`src/shared/pps_pkg.sv`:
```
// package: register map, encodings, states and timing of the panel power sequencer
package pps_pkg;

  // register offsets on the aux register port
  localparam logic [19:0] REG_SINK_LOCK_STATUS = 20'h0_0205;
  localparam logic [19:0] REG_POWER_STATE_REQUEST = 20'h0_0600;
  localparam logic [19:0] REG_PANEL_GENERAL_CAPABILITY = 20'h0_0701;
  localparam logic [19:0] REG_PANEL_DISPLAY_CONTROL = 20'h0_0720;
  localparam logic [19:0] REG_DIMMING_LEVEL = 20'h0_0721;

  // field positions
  localparam int LOCK_BIT = 0;
  localparam int CAP_BKLT_PIN_BIT = 1;
  localparam int CAP_SET_POWER_BIT = 7;
  localparam int CTRL_BKLT_EN_BIT = 0;
  localparam int CTRL_PWM_PASS_BIT = 7;

  // power state values and reset values
  localparam logic [7:0] PWR_D0 = 8'h01;
  localparam logic [7:0] PWR_D3 = 8'h02;
  localparam logic [7:0] RST_POWER_STATE = 8'h01;
  localparam logic [7:0] RST_DISPLAY_CONTROL = 8'h00;
  localparam logic [7:0] RST_DIMMING_LEVEL = 8'h80;
  localparam logic [7:0] RST_CAPABILITY = 8'h82;

  // bus role strap codes and i2c addresses
  localparam logic [1:0] STRAP_LOW = 2'h0;
  localparam logic [1:0] STRAP_OPEN = 2'h1;
  localparam logic [1:0] STRAP_HIGH = 2'h2;
  localparam logic [7:0] I2C_ADDR_LOW = 8'h40;
  localparam logic [7:0] I2C_ADDR_HIGH = 8'hC0;

  // timing
  localparam int CLK_MHZ = 20;
  localparam int BACKLIGHT_ON_DELAY_US = 200;
  localparam int BACKLIGHT_OFF_TO_VIDEO_OFF_DELAY_US = 50;
  localparam int VIDEO_OFF_TO_POWER_OFF_DELAY_US = 500;
  localparam int BACKLIGHT_ON_DELAY_CYC = BACKLIGHT_ON_DELAY_US * CLK_MHZ;
  localparam int BACKLIGHT_OFF_TO_VIDEO_OFF_DELAY_CYC = BACKLIGHT_OFF_TO_VIDEO_OFF_DELAY_US * CLK_MHZ;
  localparam int VIDEO_OFF_TO_POWER_OFF_DELAY_CYC = VIDEO_OFF_TO_POWER_OFF_DELAY_US * CLK_MHZ;
  localparam int TIMER_W = 20;
  localparam int PWM_W = 8;

  typedef enum logic [6:0] {
    ST_WAIT_VIDEO = 7'h01,
    ST_STREAM = 7'h02,
    ST_LIT = 7'h04,
    ST_BKLT_OFF = 7'h08,
    ST_VIDEO_OFF = 7'h10,
    ST_LOW_POWER = 7'h20,
    ST_DEEP_SLEEP = 7'h40
  } pps_state_type;

  typedef struct packed {
    logic panel_power_en;
    logic backlight_en;
    logic lvds_out_en;
    logic lvds_pulldown;
    logic main_link_hiz;
    logic hot_plug_out;
  } pps_panel_type;

  typedef struct packed {
    logic i2c_en;
    logic i2c_master;
    logic [7:0] i2c_addr;
  } pps_i2c_type;

endpackage

```
`src/core/pps_pwm_gen.sv`:
```
// module: free-running dimming pwm generator
`timescale 1ns/100ps
module pps_pwm_gen
  import pps_pkg::*;
#(
  parameter int WIDTH = PWM_W
) (
  // clock and reset
  input wire logic clk_i,
  input wire logic rst_n_i,
  // control
  input wire logic [WIDTH-1:0] duty_i,
  // output
  output logic pwm_o
);

  logic [WIDTH-1:0] cnt;
  logic pwm_q;
  wire logic [WIDTH-1:0] next_cnt = cnt + {{(WIDTH-1){1'b0}}, 1'b1};
  wire logic next_pwm = (cnt < duty_i);

  always_ff @(posedge clk_i or negedge rst_n_i) begin
    if (!rst_n_i) begin
      cnt <= '0;
      pwm_q <= 1'b0;
    end else begin
      cnt <= next_cnt;
      pwm_q <= next_pwm;
    end
  end

  assign pwm_o = pwm_q;

endmodule

```
`src/core/pps_sequencer.sv`:
```
// module: reset, power state and lvds panel control sequencer
`timescale 1ns/100ps
module pps_sequencer
  import pps_pkg::*;
#(
  parameter int BKLT_ON_CYC = BACKLIGHT_ON_DELAY_CYC,
  parameter int BKLT_OFF_CYC = BACKLIGHT_OFF_TO_VIDEO_OFF_DELAY_CYC,
  parameter int PWR_OFF_CYC = VIDEO_OFF_TO_POWER_OFF_DELAY_CYC,
  parameter logic [7:0] CAPABILITY = RST_CAPABILITY
) (
  // clock and reset
  input wire logic clk_i,
  input wire logic rst_n_i,
  // aux register port
  input wire logic aux_wr_i,
  input wire logic aux_rd_i,
  input wire logic [19:0] aux_addr_i,
  input wire logic [7:0] aux_wdata_i,
  output logic [7:0] aux_rdata_o,
  output logic aux_rvalid_o,
  // pins and straps
  input wire logic [1:0] bus_role_strap_i,
  input wire logic deep_sleep_req_n_i,
  input wire logic deep_sleep_pin_open_i,
  // video status from the receiver
  input wire logic video_present_i,
  input wire logic video_sync_lost_i,
  input wire logic source_pwm_i,
  // panel and link control
  output logic hot_plug_out_o,
  output logic panel_power_en_o,
  output logic backlight_en_o,
  output logic dimming_pwm_out_o,
  output logic lvds_out_en_o,
  output logic lvds_pulldown_o,
  output logic main_link_hiz_o,
  // i2c configuration
  output logic i2c_en_o,
  output logic i2c_master_o,
  output logic [7:0] i2c_slave_addr_o
);

  pps_state_type state, next_state;
  logic [7:0] power_state_request;
  logic [7:0] panel_display_control;
  logic [7:0] dimming_level;
  logic sink_lock;
  logic [TIMER_W-1:0] timer;
  logic [TIMER_W-1:0] next_timer;
  logic strap_pending;
  logic [1:0] strap_q;
  pps_panel_type panel;
  pps_i2c_type i2c;
  logic [7:0] rdata;
  logic rvalid;
  logic pwm_q;
  logic gen_pwm;

  // aux decode; the port never depends on straps or power state
  wire logic wr_power = aux_wr_i && (aux_addr_i == REG_POWER_STATE_REQUEST);
  wire logic wr_ctrl = aux_wr_i && (aux_addr_i == REG_PANEL_DISPLAY_CONTROL);
  wire logic wr_dim = aux_wr_i && (aux_addr_i == REG_DIMMING_LEVEL);
  wire logic [7:0] lock_word = {7'h00, sink_lock};
  wire logic [7:0] next_rdata =
    (aux_addr_i == REG_SINK_LOCK_STATUS) ? lock_word :
    (aux_addr_i == REG_POWER_STATE_REQUEST) ? power_state_request :
    (aux_addr_i == REG_PANEL_GENERAL_CAPABILITY) ? CAPABILITY :
    (aux_addr_i == REG_PANEL_DISPLAY_CONTROL) ? panel_display_control :
    (aux_addr_i == REG_DIMMING_LEVEL) ? dimming_level : 8'h00;

  // a write in this cycle steers the fsm at once, so look at the new value
  wire logic [7:0] power_now = wr_power ? aux_wdata_i : power_state_request;
  wire logic req_d3 = (power_now == PWR_D3);
  wire logic req_d0 = (power_now == PWR_D0);
  // panel power is gated by the request only if the panel says it obeys it
  wire logic power_allowed = !CAPABILITY[CAP_SET_POWER_BIT] || req_d0;
  wire logic bklt_wanted = !CAPABILITY[CAP_BKLT_PIN_BIT] ||
                           panel_display_control[CTRL_BKLT_EN_BIT];
  wire logic video_ok = video_present_i && !video_sync_lost_i;
  wire logic deep_req = !deep_sleep_req_n_i && !deep_sleep_pin_open_i;
  wire logic timer_done = (timer == '0);

  always_comb begin
    next_state = state;
    if (deep_req) begin
      // abrupt entry: the panel off ordering is skipped here
      next_state = ST_DEEP_SLEEP;
    end else begin
      unique case (state)
        ST_WAIT_VIDEO: begin
          if (req_d3) begin
            next_state = ST_LOW_POWER;
          end else if (video_ok && power_allowed) begin
            next_state = ST_STREAM;
          end
        end
        ST_STREAM: begin
          if (req_d3) begin
            next_state = ST_VIDEO_OFF;
          end else if (!video_ok) begin
            next_state = ST_VIDEO_OFF;
          end else if (timer_done && bklt_wanted) begin
            next_state = ST_LIT;
          end
        end
        ST_LIT: begin
          if (req_d3) begin
            next_state = ST_BKLT_OFF;
          end else if (!video_ok) begin
            next_state = ST_VIDEO_OFF;
          end else if (!bklt_wanted) begin
            next_state = ST_STREAM;
          end
        end
        ST_BKLT_OFF: begin
          if (timer_done) begin
            next_state = ST_VIDEO_OFF;
          end
        end
        ST_VIDEO_OFF: begin
          if (timer_done) begin
            next_state = req_d3 ? ST_LOW_POWER : ST_WAIT_VIDEO;
          end
        end
        ST_LOW_POWER: begin
          if (req_d0) begin
            next_state = ST_WAIT_VIDEO;
          end
        end
        ST_DEEP_SLEEP: begin
          next_state = ST_WAIT_VIDEO;
        end
      endcase
    end
  end

  // delay loaded on entry to each timed state, counted down otherwise
  always_comb begin
    next_timer = timer;
    if (next_state != state) begin
      unique case (next_state)
        ST_STREAM: next_timer = TIMER_W'(BKLT_ON_CYC - 1);
        ST_BKLT_OFF: next_timer = TIMER_W'(BKLT_OFF_CYC - 1);
        ST_VIDEO_OFF: next_timer = TIMER_W'(PWR_OFF_CYC - 1);
        default: next_timer = '0;
      endcase
    end else if (!timer_done) begin
      next_timer = timer - TIMER_W'(1);
    end
  end

  // outputs per state; lvds and power come up together, backlight last
  wire logic in_deep = (next_state == ST_DEEP_SLEEP);
  wire logic in_d3 = (next_state == ST_LOW_POWER);
  wire logic lvds_on = (next_state == ST_STREAM) || (next_state == ST_LIT) ||
                       (next_state == ST_BKLT_OFF);
  wire logic power_on = lvds_on || (next_state == ST_VIDEO_OFF);
  pps_panel_type next_panel;
  assign next_panel.panel_power_en = power_on;
  assign next_panel.backlight_en = (next_state == ST_LIT);
  assign next_panel.lvds_out_en = lvds_on;
  assign next_panel.lvds_pulldown = !lvds_on;
  assign next_panel.main_link_hiz = in_d3 || in_deep;
  assign next_panel.hot_plug_out = !in_deep;

  // strap decode; addressing is fixed until the next sampling point
  pps_i2c_type next_i2c;
  assign next_i2c.i2c_master = (strap_q == STRAP_HIGH);
  assign next_i2c.i2c_addr = (strap_q == STRAP_LOW) ? I2C_ADDR_LOW : I2C_ADDR_HIGH;
  assign next_i2c.i2c_en = !in_d3 && !in_deep;
  wire logic next_pwm = panel_display_control[CTRL_PWM_PASS_BIT] ? source_pwm_i : gen_pwm;

  always_ff @(posedge clk_i or negedge rst_n_i) begin
    if (!rst_n_i) begin
      state <= ST_WAIT_VIDEO;
      timer <= '0;
      panel <= '0;
      i2c <= '0;
      pwm_q <= 1'b0;
    end else begin
      state <= next_state;
      timer <= next_timer;
      panel <= next_panel;
      i2c <= next_i2c;
      pwm_q <= next_pwm;
    end
  end

  // straps are caught by the clock after reset release or deep sleep exit
  always_ff @(posedge clk_i or negedge rst_n_i) begin
    if (!rst_n_i) begin
      strap_pending <= 1'b1;
      strap_q <= STRAP_OPEN;
    end else begin
      strap_pending <= (next_state == ST_DEEP_SLEEP);
      if (strap_pending && !deep_req) begin
        strap_q <= bus_role_strap_i;
      end
    end
  end

  always_ff @(posedge clk_i or negedge rst_n_i) begin
    if (!rst_n_i) begin
      power_state_request <= RST_POWER_STATE;
      panel_display_control <= RST_DISPLAY_CONTROL;
      dimming_level <= RST_DIMMING_LEVEL;
      sink_lock <= 1'b0;
      rdata <= 8'h00;
      rvalid <= 1'b0;
    end else begin
      if (wr_power) begin
        power_state_request <= aux_wdata_i;
      end
      if (wr_ctrl) begin
        panel_display_control <= aux_wdata_i;
      end
      if (wr_dim) begin
        dimming_level <= aux_wdata_i;
      end
      sink_lock <= lvds_on;
      rdata <= aux_rd_i ? next_rdata : 8'h00;
      rvalid <= aux_rd_i;
    end
  end

  pps_pwm_gen #(
    .WIDTH(PWM_W)
  ) u_pwm (
    .clk_i(clk_i),
    .rst_n_i(rst_n_i),
    .duty_i(dimming_level),
    .pwm_o(gen_pwm)
  );

  assign aux_rdata_o = rdata;
  assign aux_rvalid_o = rvalid;
  assign hot_plug_out_o = panel.hot_plug_out;
  assign panel_power_en_o = panel.panel_power_en;
  assign backlight_en_o = panel.backlight_en;
  assign lvds_out_en_o = panel.lvds_out_en;
  assign lvds_pulldown_o = panel.lvds_pulldown;
  assign main_link_hiz_o = panel.main_link_hiz;
  assign dimming_pwm_out_o = pwm_q;
  assign i2c_en_o = i2c.i2c_en;
  assign i2c_master_o = i2c.i2c_master;
  assign i2c_slave_addr_o = i2c.i2c_addr;

  // backlight never on without lvds streaming and panel power
  a_bklt_needs_lvds: assert property (
    @(posedge clk_i) disable iff (!rst_n_i)
    backlight_en_o |-> (lvds_out_en_o && panel_power_en_o))
    else $error("backlight on without lvds and panel power");

  a_bklt_after_delay: assert property (
    @(posedge clk_i) disable iff (!rst_n_i)
    $rose(lvds_out_en_o) |-> !backlight_en_o [*2])
    else $error("backlight rose too early after lvds start");

  a_d3_bklt_first: assert property (
    @(posedge clk_i) disable iff (!rst_n_i)
    (state == ST_LIT && wr_power && aux_wdata_i == PWR_D3 && !deep_req) |=>
      (!backlight_en_o && lvds_out_en_o))
    else $error("lvds stopped before backlight on d3 request");

  a_power_off_hold: assert property (
    @(posedge clk_i) disable iff (!rst_n_i)
    (state == ST_VIDEO_OFF && !timer_done && !deep_req) |=> panel_power_en_o)
    else $error("panel power dropped before off delay");

  a_d3_outputs: assert property (
    @(posedge clk_i) disable iff (!rst_n_i)
    (state == ST_LOW_POWER) |-> (!panel_power_en_o && !backlight_en_o && lvds_pulldown_o))
    else $error("panel outputs active in low power state");

  a_d3_i2c_off: assert property (
    @(posedge clk_i) disable iff (!rst_n_i)
    (state == ST_LOW_POWER) |-> (!i2c_en_o && main_link_hiz_o && hot_plug_out_o))
    else $error("low power state pin states wrong");

  a_deep_hpd_low: assert property (
    @(posedge clk_i) disable iff (!rst_n_i)
    deep_req |=> (!hot_plug_out_o && !backlight_en_o && lvds_pulldown_o))
    else $error("deep sleep outputs wrong");

  a_open_no_deep: assert property (
    @(posedge clk_i) disable iff (!rst_n_i)
    deep_sleep_pin_open_i |=> (state != ST_DEEP_SLEEP))
    else $error("deep sleep entered with open pin");

  a_d0_wakes: assert property (
    @(posedge clk_i) disable iff (!rst_n_i)
    (state == ST_LOW_POWER && wr_power && aux_wdata_i == PWR_D0 && !deep_req) |=>
      (state == ST_WAIT_VIDEO) ##1 (i2c_en_o && !main_link_hiz_o))
    else $error("d0 write did not leave low power");

  a_strap_addr: assert property (
    @(posedge clk_i) disable iff (!rst_n_i)
    (strap_q == STRAP_LOW) |=> (i2c_slave_addr_o == I2C_ADDR_LOW))
    else $error("low strap gave wrong i2c address");

endmodule

```
`config.mk`:
```
export PLATFORM = sky130hd
export DESIGN_NAME = pps_sequencer
export DESIGN_NICKNAME = d
export VERILOG_FILES = /design/src/shared/pps_pkg.sv /design/src/core/pps_pwm_gen.sv /design/src/core/pps_sequencer.sv
export SDC_FILE = /design/constraint.sdc
export NUM_CORES = 1
export LEC_CHECK = 0
export ABC_AREA = 1
export BUFFER_PORTS_ARGS = -buffer_cell sky130_fd_sc_hd__buf_2
export CORE_ASPECT_RATIO = 0.75
export CORE_MARGIN = 3
export CORE_UTILIZATION = 65
export CTS_BUF_LIST = sky130_fd_sc_hd__clkbuf_2 sky130_fd_sc_hd__clkbuf_4 sky130_fd_sc_hd__clkbuf_8
export CTS_CLUSTER_DIAMETER = 120
export DETAILED_ROUTE_END_ITERATION = 7
export PLACE_DENSITY = 0.94
export SLEW_MARGIN = 40
export SYNTH_ARGS = -nofsm -noshare
export SYNTH_HDL_FRONTEND = slang
export SYNTH_SLANG_ARGS = --single-unit
```
`constraint.sdc`:
```
create_clock -name clk_i -period 6.6 [get_ports clk_i]
set_clock_uncertainty 0.15 [all_clocks]
set_input_delay 0.66 -clock clk_i [delete_from_list [all_inputs] [get_ports clk_i]]
set_output_delay 0.66 -clock clk_i [all_outputs]
set_load 0.02 [all_outputs]
```
==> summary.txt <==
outcome -> finished clean
final global-route overflow total -> 0
clock sink total -> 83
number of DRC violations after detailed routing -> 0
summed negative setup slack over all endpoints -> 0 ns
xor and xnor fraction of the mapped netlist area -> 4.495%
transition time at the pin with the least slew margin -> 0.7280 ns
global-route wire length before repair -> 20.52 mm
synthesized area divided by synthesized cell count -> 7.762 µm²
Sw Ratio -> 47.34%
Comb pwr share -> 49.6%
maximum vdd drop -> 0.0002173 V
area taken by flip-flops and latches -> 2083 µm²
series of cell instances along the critical path -> inv_1 > nand2_1 > nor2_1 > nand2_1 > nor3_1 > nand3_1 > nor2_1 > nor2_1 > nor2_1 > nand2_1 > nand2_1 > nand2_2 > nand4_1 > nand3_1 > nor2_4 > nand2_4 > nor2_4 > inv_2 > nand2_1 > nand2_1
relative slew slack -> 51.46%
clock network fraction of total power -> 19.1%
CP max stage cell -> sky130_fd_sc_hd__dfrtp_1
initial antenna violation count -> 0
shortest period the worst path allows -> 3.534 ns
final instance count without filler cells -> 789
aggregate routed wire length -> 12.32 mm
number of cells after detailed placement -> 773
portion of netlist area occupied by mux cells -> 0.4650%
CP Launch Type -> register
count of TritonRoute iterations in the first routing pass -> 5
number of distinct library cells after synthesis -> 47
detailed-route wire length per cell -> 15.62 µm
peak clock frequency supported by timing -> 0.2830 GHz
Die Outline Area -> 8534 µm²
maximum number of pins on one net before global-route repair -> 84
hold crit path type -> input port to async pin
filler instances -> 489
final HPWL from detailed placement -> 9.211 mm
adder and majority cell fraction of the synthesized area -> 2.583%
number of flops mapped to enable cells by yosys -> 0
startpoint-to-endpoint class of the critical path -> register to register
count of final setup violators -> 0
number of maximum-capacitance violations -> 0
number of failing hold endpoints at the final stage -> 0
vias in the first global route -> 4206
ys flop type -> sky130_fd_sc_hd__dfrtp_1
P_sw -> 956.3 µW
crit-path leading delay family -> simple AND/OR/NAND/NOR gates
delay contributed by the slowest stage of the critical path -> 0.42 ns
multi-input logic area -> 2316 µm²
commonest non-fill, non-tap cell in the layout -> sky130_fd_sc_hd__nand2_1
detailed-route via count -> 4458
share of async-settable or async-resettable flops after synthesis -> 100.0%
crit path DAT -> 3.63 ns
internal power summed over all cells -> 1.064 mW
CP Buf/Inv Count -> 2
number of gates given a new drive strength after cts -> 0
share of total power in sequential cells -> 31.3%
horizontal die dimension -> 105.7 µm
average vias per placed instance -> 5.650
final antenna-violating net count -> 0
count of mapped cells out of synthesis -> 624
total global-route track usage -> 30.75%
number of input and output port buffers inserted -> 58
I/O Pins -> 65
worst slack on hold paths -> 0.1632 ns
cell chosen for the clock root -> sky130_fd_sc_hd__clkbuf_8
Synth Area in Compound Gates -> 6.536%
leakage dissipation -> 2.990 nW
TritonCTS clock tree -> built
global placer's final weighted congestion -> 0.9393
hold_buf cts -> 0
dominant combinational cell family by area after synthesis -> simple AND/OR/NAND/NOR gates
clock-pin slew reported for the worst setup and hold paths after clock tree synthesis -> 0.09 ns
number of setup buffers added after CTS -> 0
number of core rows -> 26
number of antenna repair diodes -> 0
total number of yosys warnings -> 0
clock latency on the worst-skew pair -> 0.36 ns
layout overhead on the synthesized area -> 11.68%
total standard cell area after synthesis -> 4843 µm²
data required time of the critical path -> 6.69 ns
Bufs on Longest Clock Path -> 2
most repeated library cell on the critical path -> sky130_fd_sc_hd__nand2_1
starting density of the core -> 68.93%
power density of the placed cells -> 373.5 nW/µm²
starting DRC count in detailed routing -> 463
kind of end point of the critical path -> register
number of synthesized register bits -> 83
fraction of the yosys area taken by sequential cells -> 43.01%
share of the clock period used by the worst path -> 53.55%
area share of and/or/nand/nor cells after synthesis -> 33.20%
leading cell types in the layout, fill and taps excluded -> sky130_fd_sc_hd__nand2_1, sky130_fd_sc_hd__inv_1, sky130_fd_sc_hd__dfrtp_1
highest net fanout along the worst path -> 14
unrepaired setup endpoints after global routing -> no
net count of the finished layout -> 735
height of the die -> 80.76 µm
number of pins with negative max-slew slack in the final report -> 0
layout cell share with drive strength beyond 1 -> 17.66%
placeable core region -> 7027 µm²
CTS Buf Count -> 9
Max H-tree Level -> 3
## synthesized netlist by cell type (3+ instances only)
cell	n	area share [%]
sky130_fd_sc_hd__nor4_1	6	0.78
sky130_fd_sc_hd__nor2_4	6	1.4
sky130_fd_sc_hd__nand2_2	5	0.65
sky130_fd_sc_hd__nand4_2	3	0.78
sky130_fd_sc_hd__nand4_1	10	1.3
sky130_fd_sc_hd__nand3_1	50	5.2
sky130_fd_sc_hd__nand3_2	3	0.62
sky130_fd_sc_hd__clkbuf_1	3	0.23
sky130_fd_sc_hd__dfrtp_1	78	40
sky130_fd_sc_hd__dfstp_2	5	2.7
sky130_fd_sc_hd__a21oi_1	15	1.5
sky130_fd_sc_hd__buf_4	6	0.93
sky130_fd_sc_hd__nor3_1	14	1.4
sky130_fd_sc_hd__o211ai_1	8	1.2
sky130_fd_sc_hd__nor2_1	54	4.2
sky130_fd_sc_hd__ha_1	10	2.6
sky130_fd_sc_hd__inv_1	94	7.3
sky130_fd_sc_hd__nand2_4	3	0.70
sky130_fd_sc_hd__o21ai_0	20	2.1
sky130_fd_sc_hd__inv_2	6	0.46
sky130_fd_sc_hd__xnor2_1	7	1.3
sky130_fd_sc_hd__nand2_1	164	13
sky130_fd_sc_hd__nor2_2	5	0.65
sky130_fd_sc_hd__xor2_1	16	2.9
## per-layer routing
layer  share of wire, %  global-route usage [%]
met3                 10                   7.228
met1                 43                   42.32
met5                  0                       0
met4                2.1                   8.668
met2                 45                   49.55
## through the flow
step	setup WS (ns)	instance area (µm²)	utilization, %	total power, mW
2_1_floorplan	3.556	4862	-	1.360
3_3_place_gp	3.139	5194	73.91	1.562
3_5_place_dp	3.030	5197	73.97	1.584
4_1_cts	3.292	5409	76.98	1.991
5_1_grt	2.949	5409	76.98	2.157
6_report	3.066	5409	76.98	2.020
## path summary, 6_finish.rpt
path | start | to | slack (ns) | depth (start not counted)
min in group clk_i | strap_q[1] | i2c_slave_addr_o[7] | 0.32 | 1
worst max-delay path | timer[13] | timer[1] | 3.07 | 20
max in group asynchronous | rst_n_i | aux_rdata_o[0] | 5.61 | 1
worst min register to register | strap_q[1] | i2c_slave_addr_o[7] | 0.32 | 1
worst min-delay path | rst_n_i | dimming_pwm_out_o | 0.16 | 1
worst max register to register | timer[13] | timer[1] | 3.07 | 20
## power by group through the flow
stage | combinational (mW) | clock (mW) | sequential (mW)
2_1_floorplan | 0.728 | 0 | 0.632
3_3_place_gp | 0.927 | 0 | 0.634
3_5_place_dp | 0.949 | 0 | 0.636
4_1_cts | 0.974 | 0.390 | 0.627
5_1_grt | 1.11 | 0.410 | 0.636
6_report | 1.00 | 0.385 | 0.632
## flip-flops by register name, indices dropped and copies added (netlist names), 2 cells and up
signal,count
aux_rdata_o,8
dimming_level,8
i2c_slave_addr_o,2
panel_display_control,8
power_state_request,8
state,7
strap_q,2
timer,20
u_pwm.cnt,8
## layout make-up
type	instances	share of cell area (%)
Timing Repair Buffer	58	5.482
Tap cell	98	2.267
Clock buffer	10	2.545
Inverter	101	7.009
Multi-Input combinational cell	433	42.82
Clock inverter	6	1.365
Sequential cell	83	38.51
## logic make-up (layout without fill, tap and decap cells)
kind of cell,count (synthesis),count (layout)
buffers and inverters,113,175
adder cells (fa/ha/maj),10,10
AND/OR/NAND/NOR,336,336
flip-flops,83,83
AO/OA/AOI/OAI,54,54
other,2,7
multiplexers,2,2
XOR/XNOR,24,24
(Power assumes the default switching activity.)
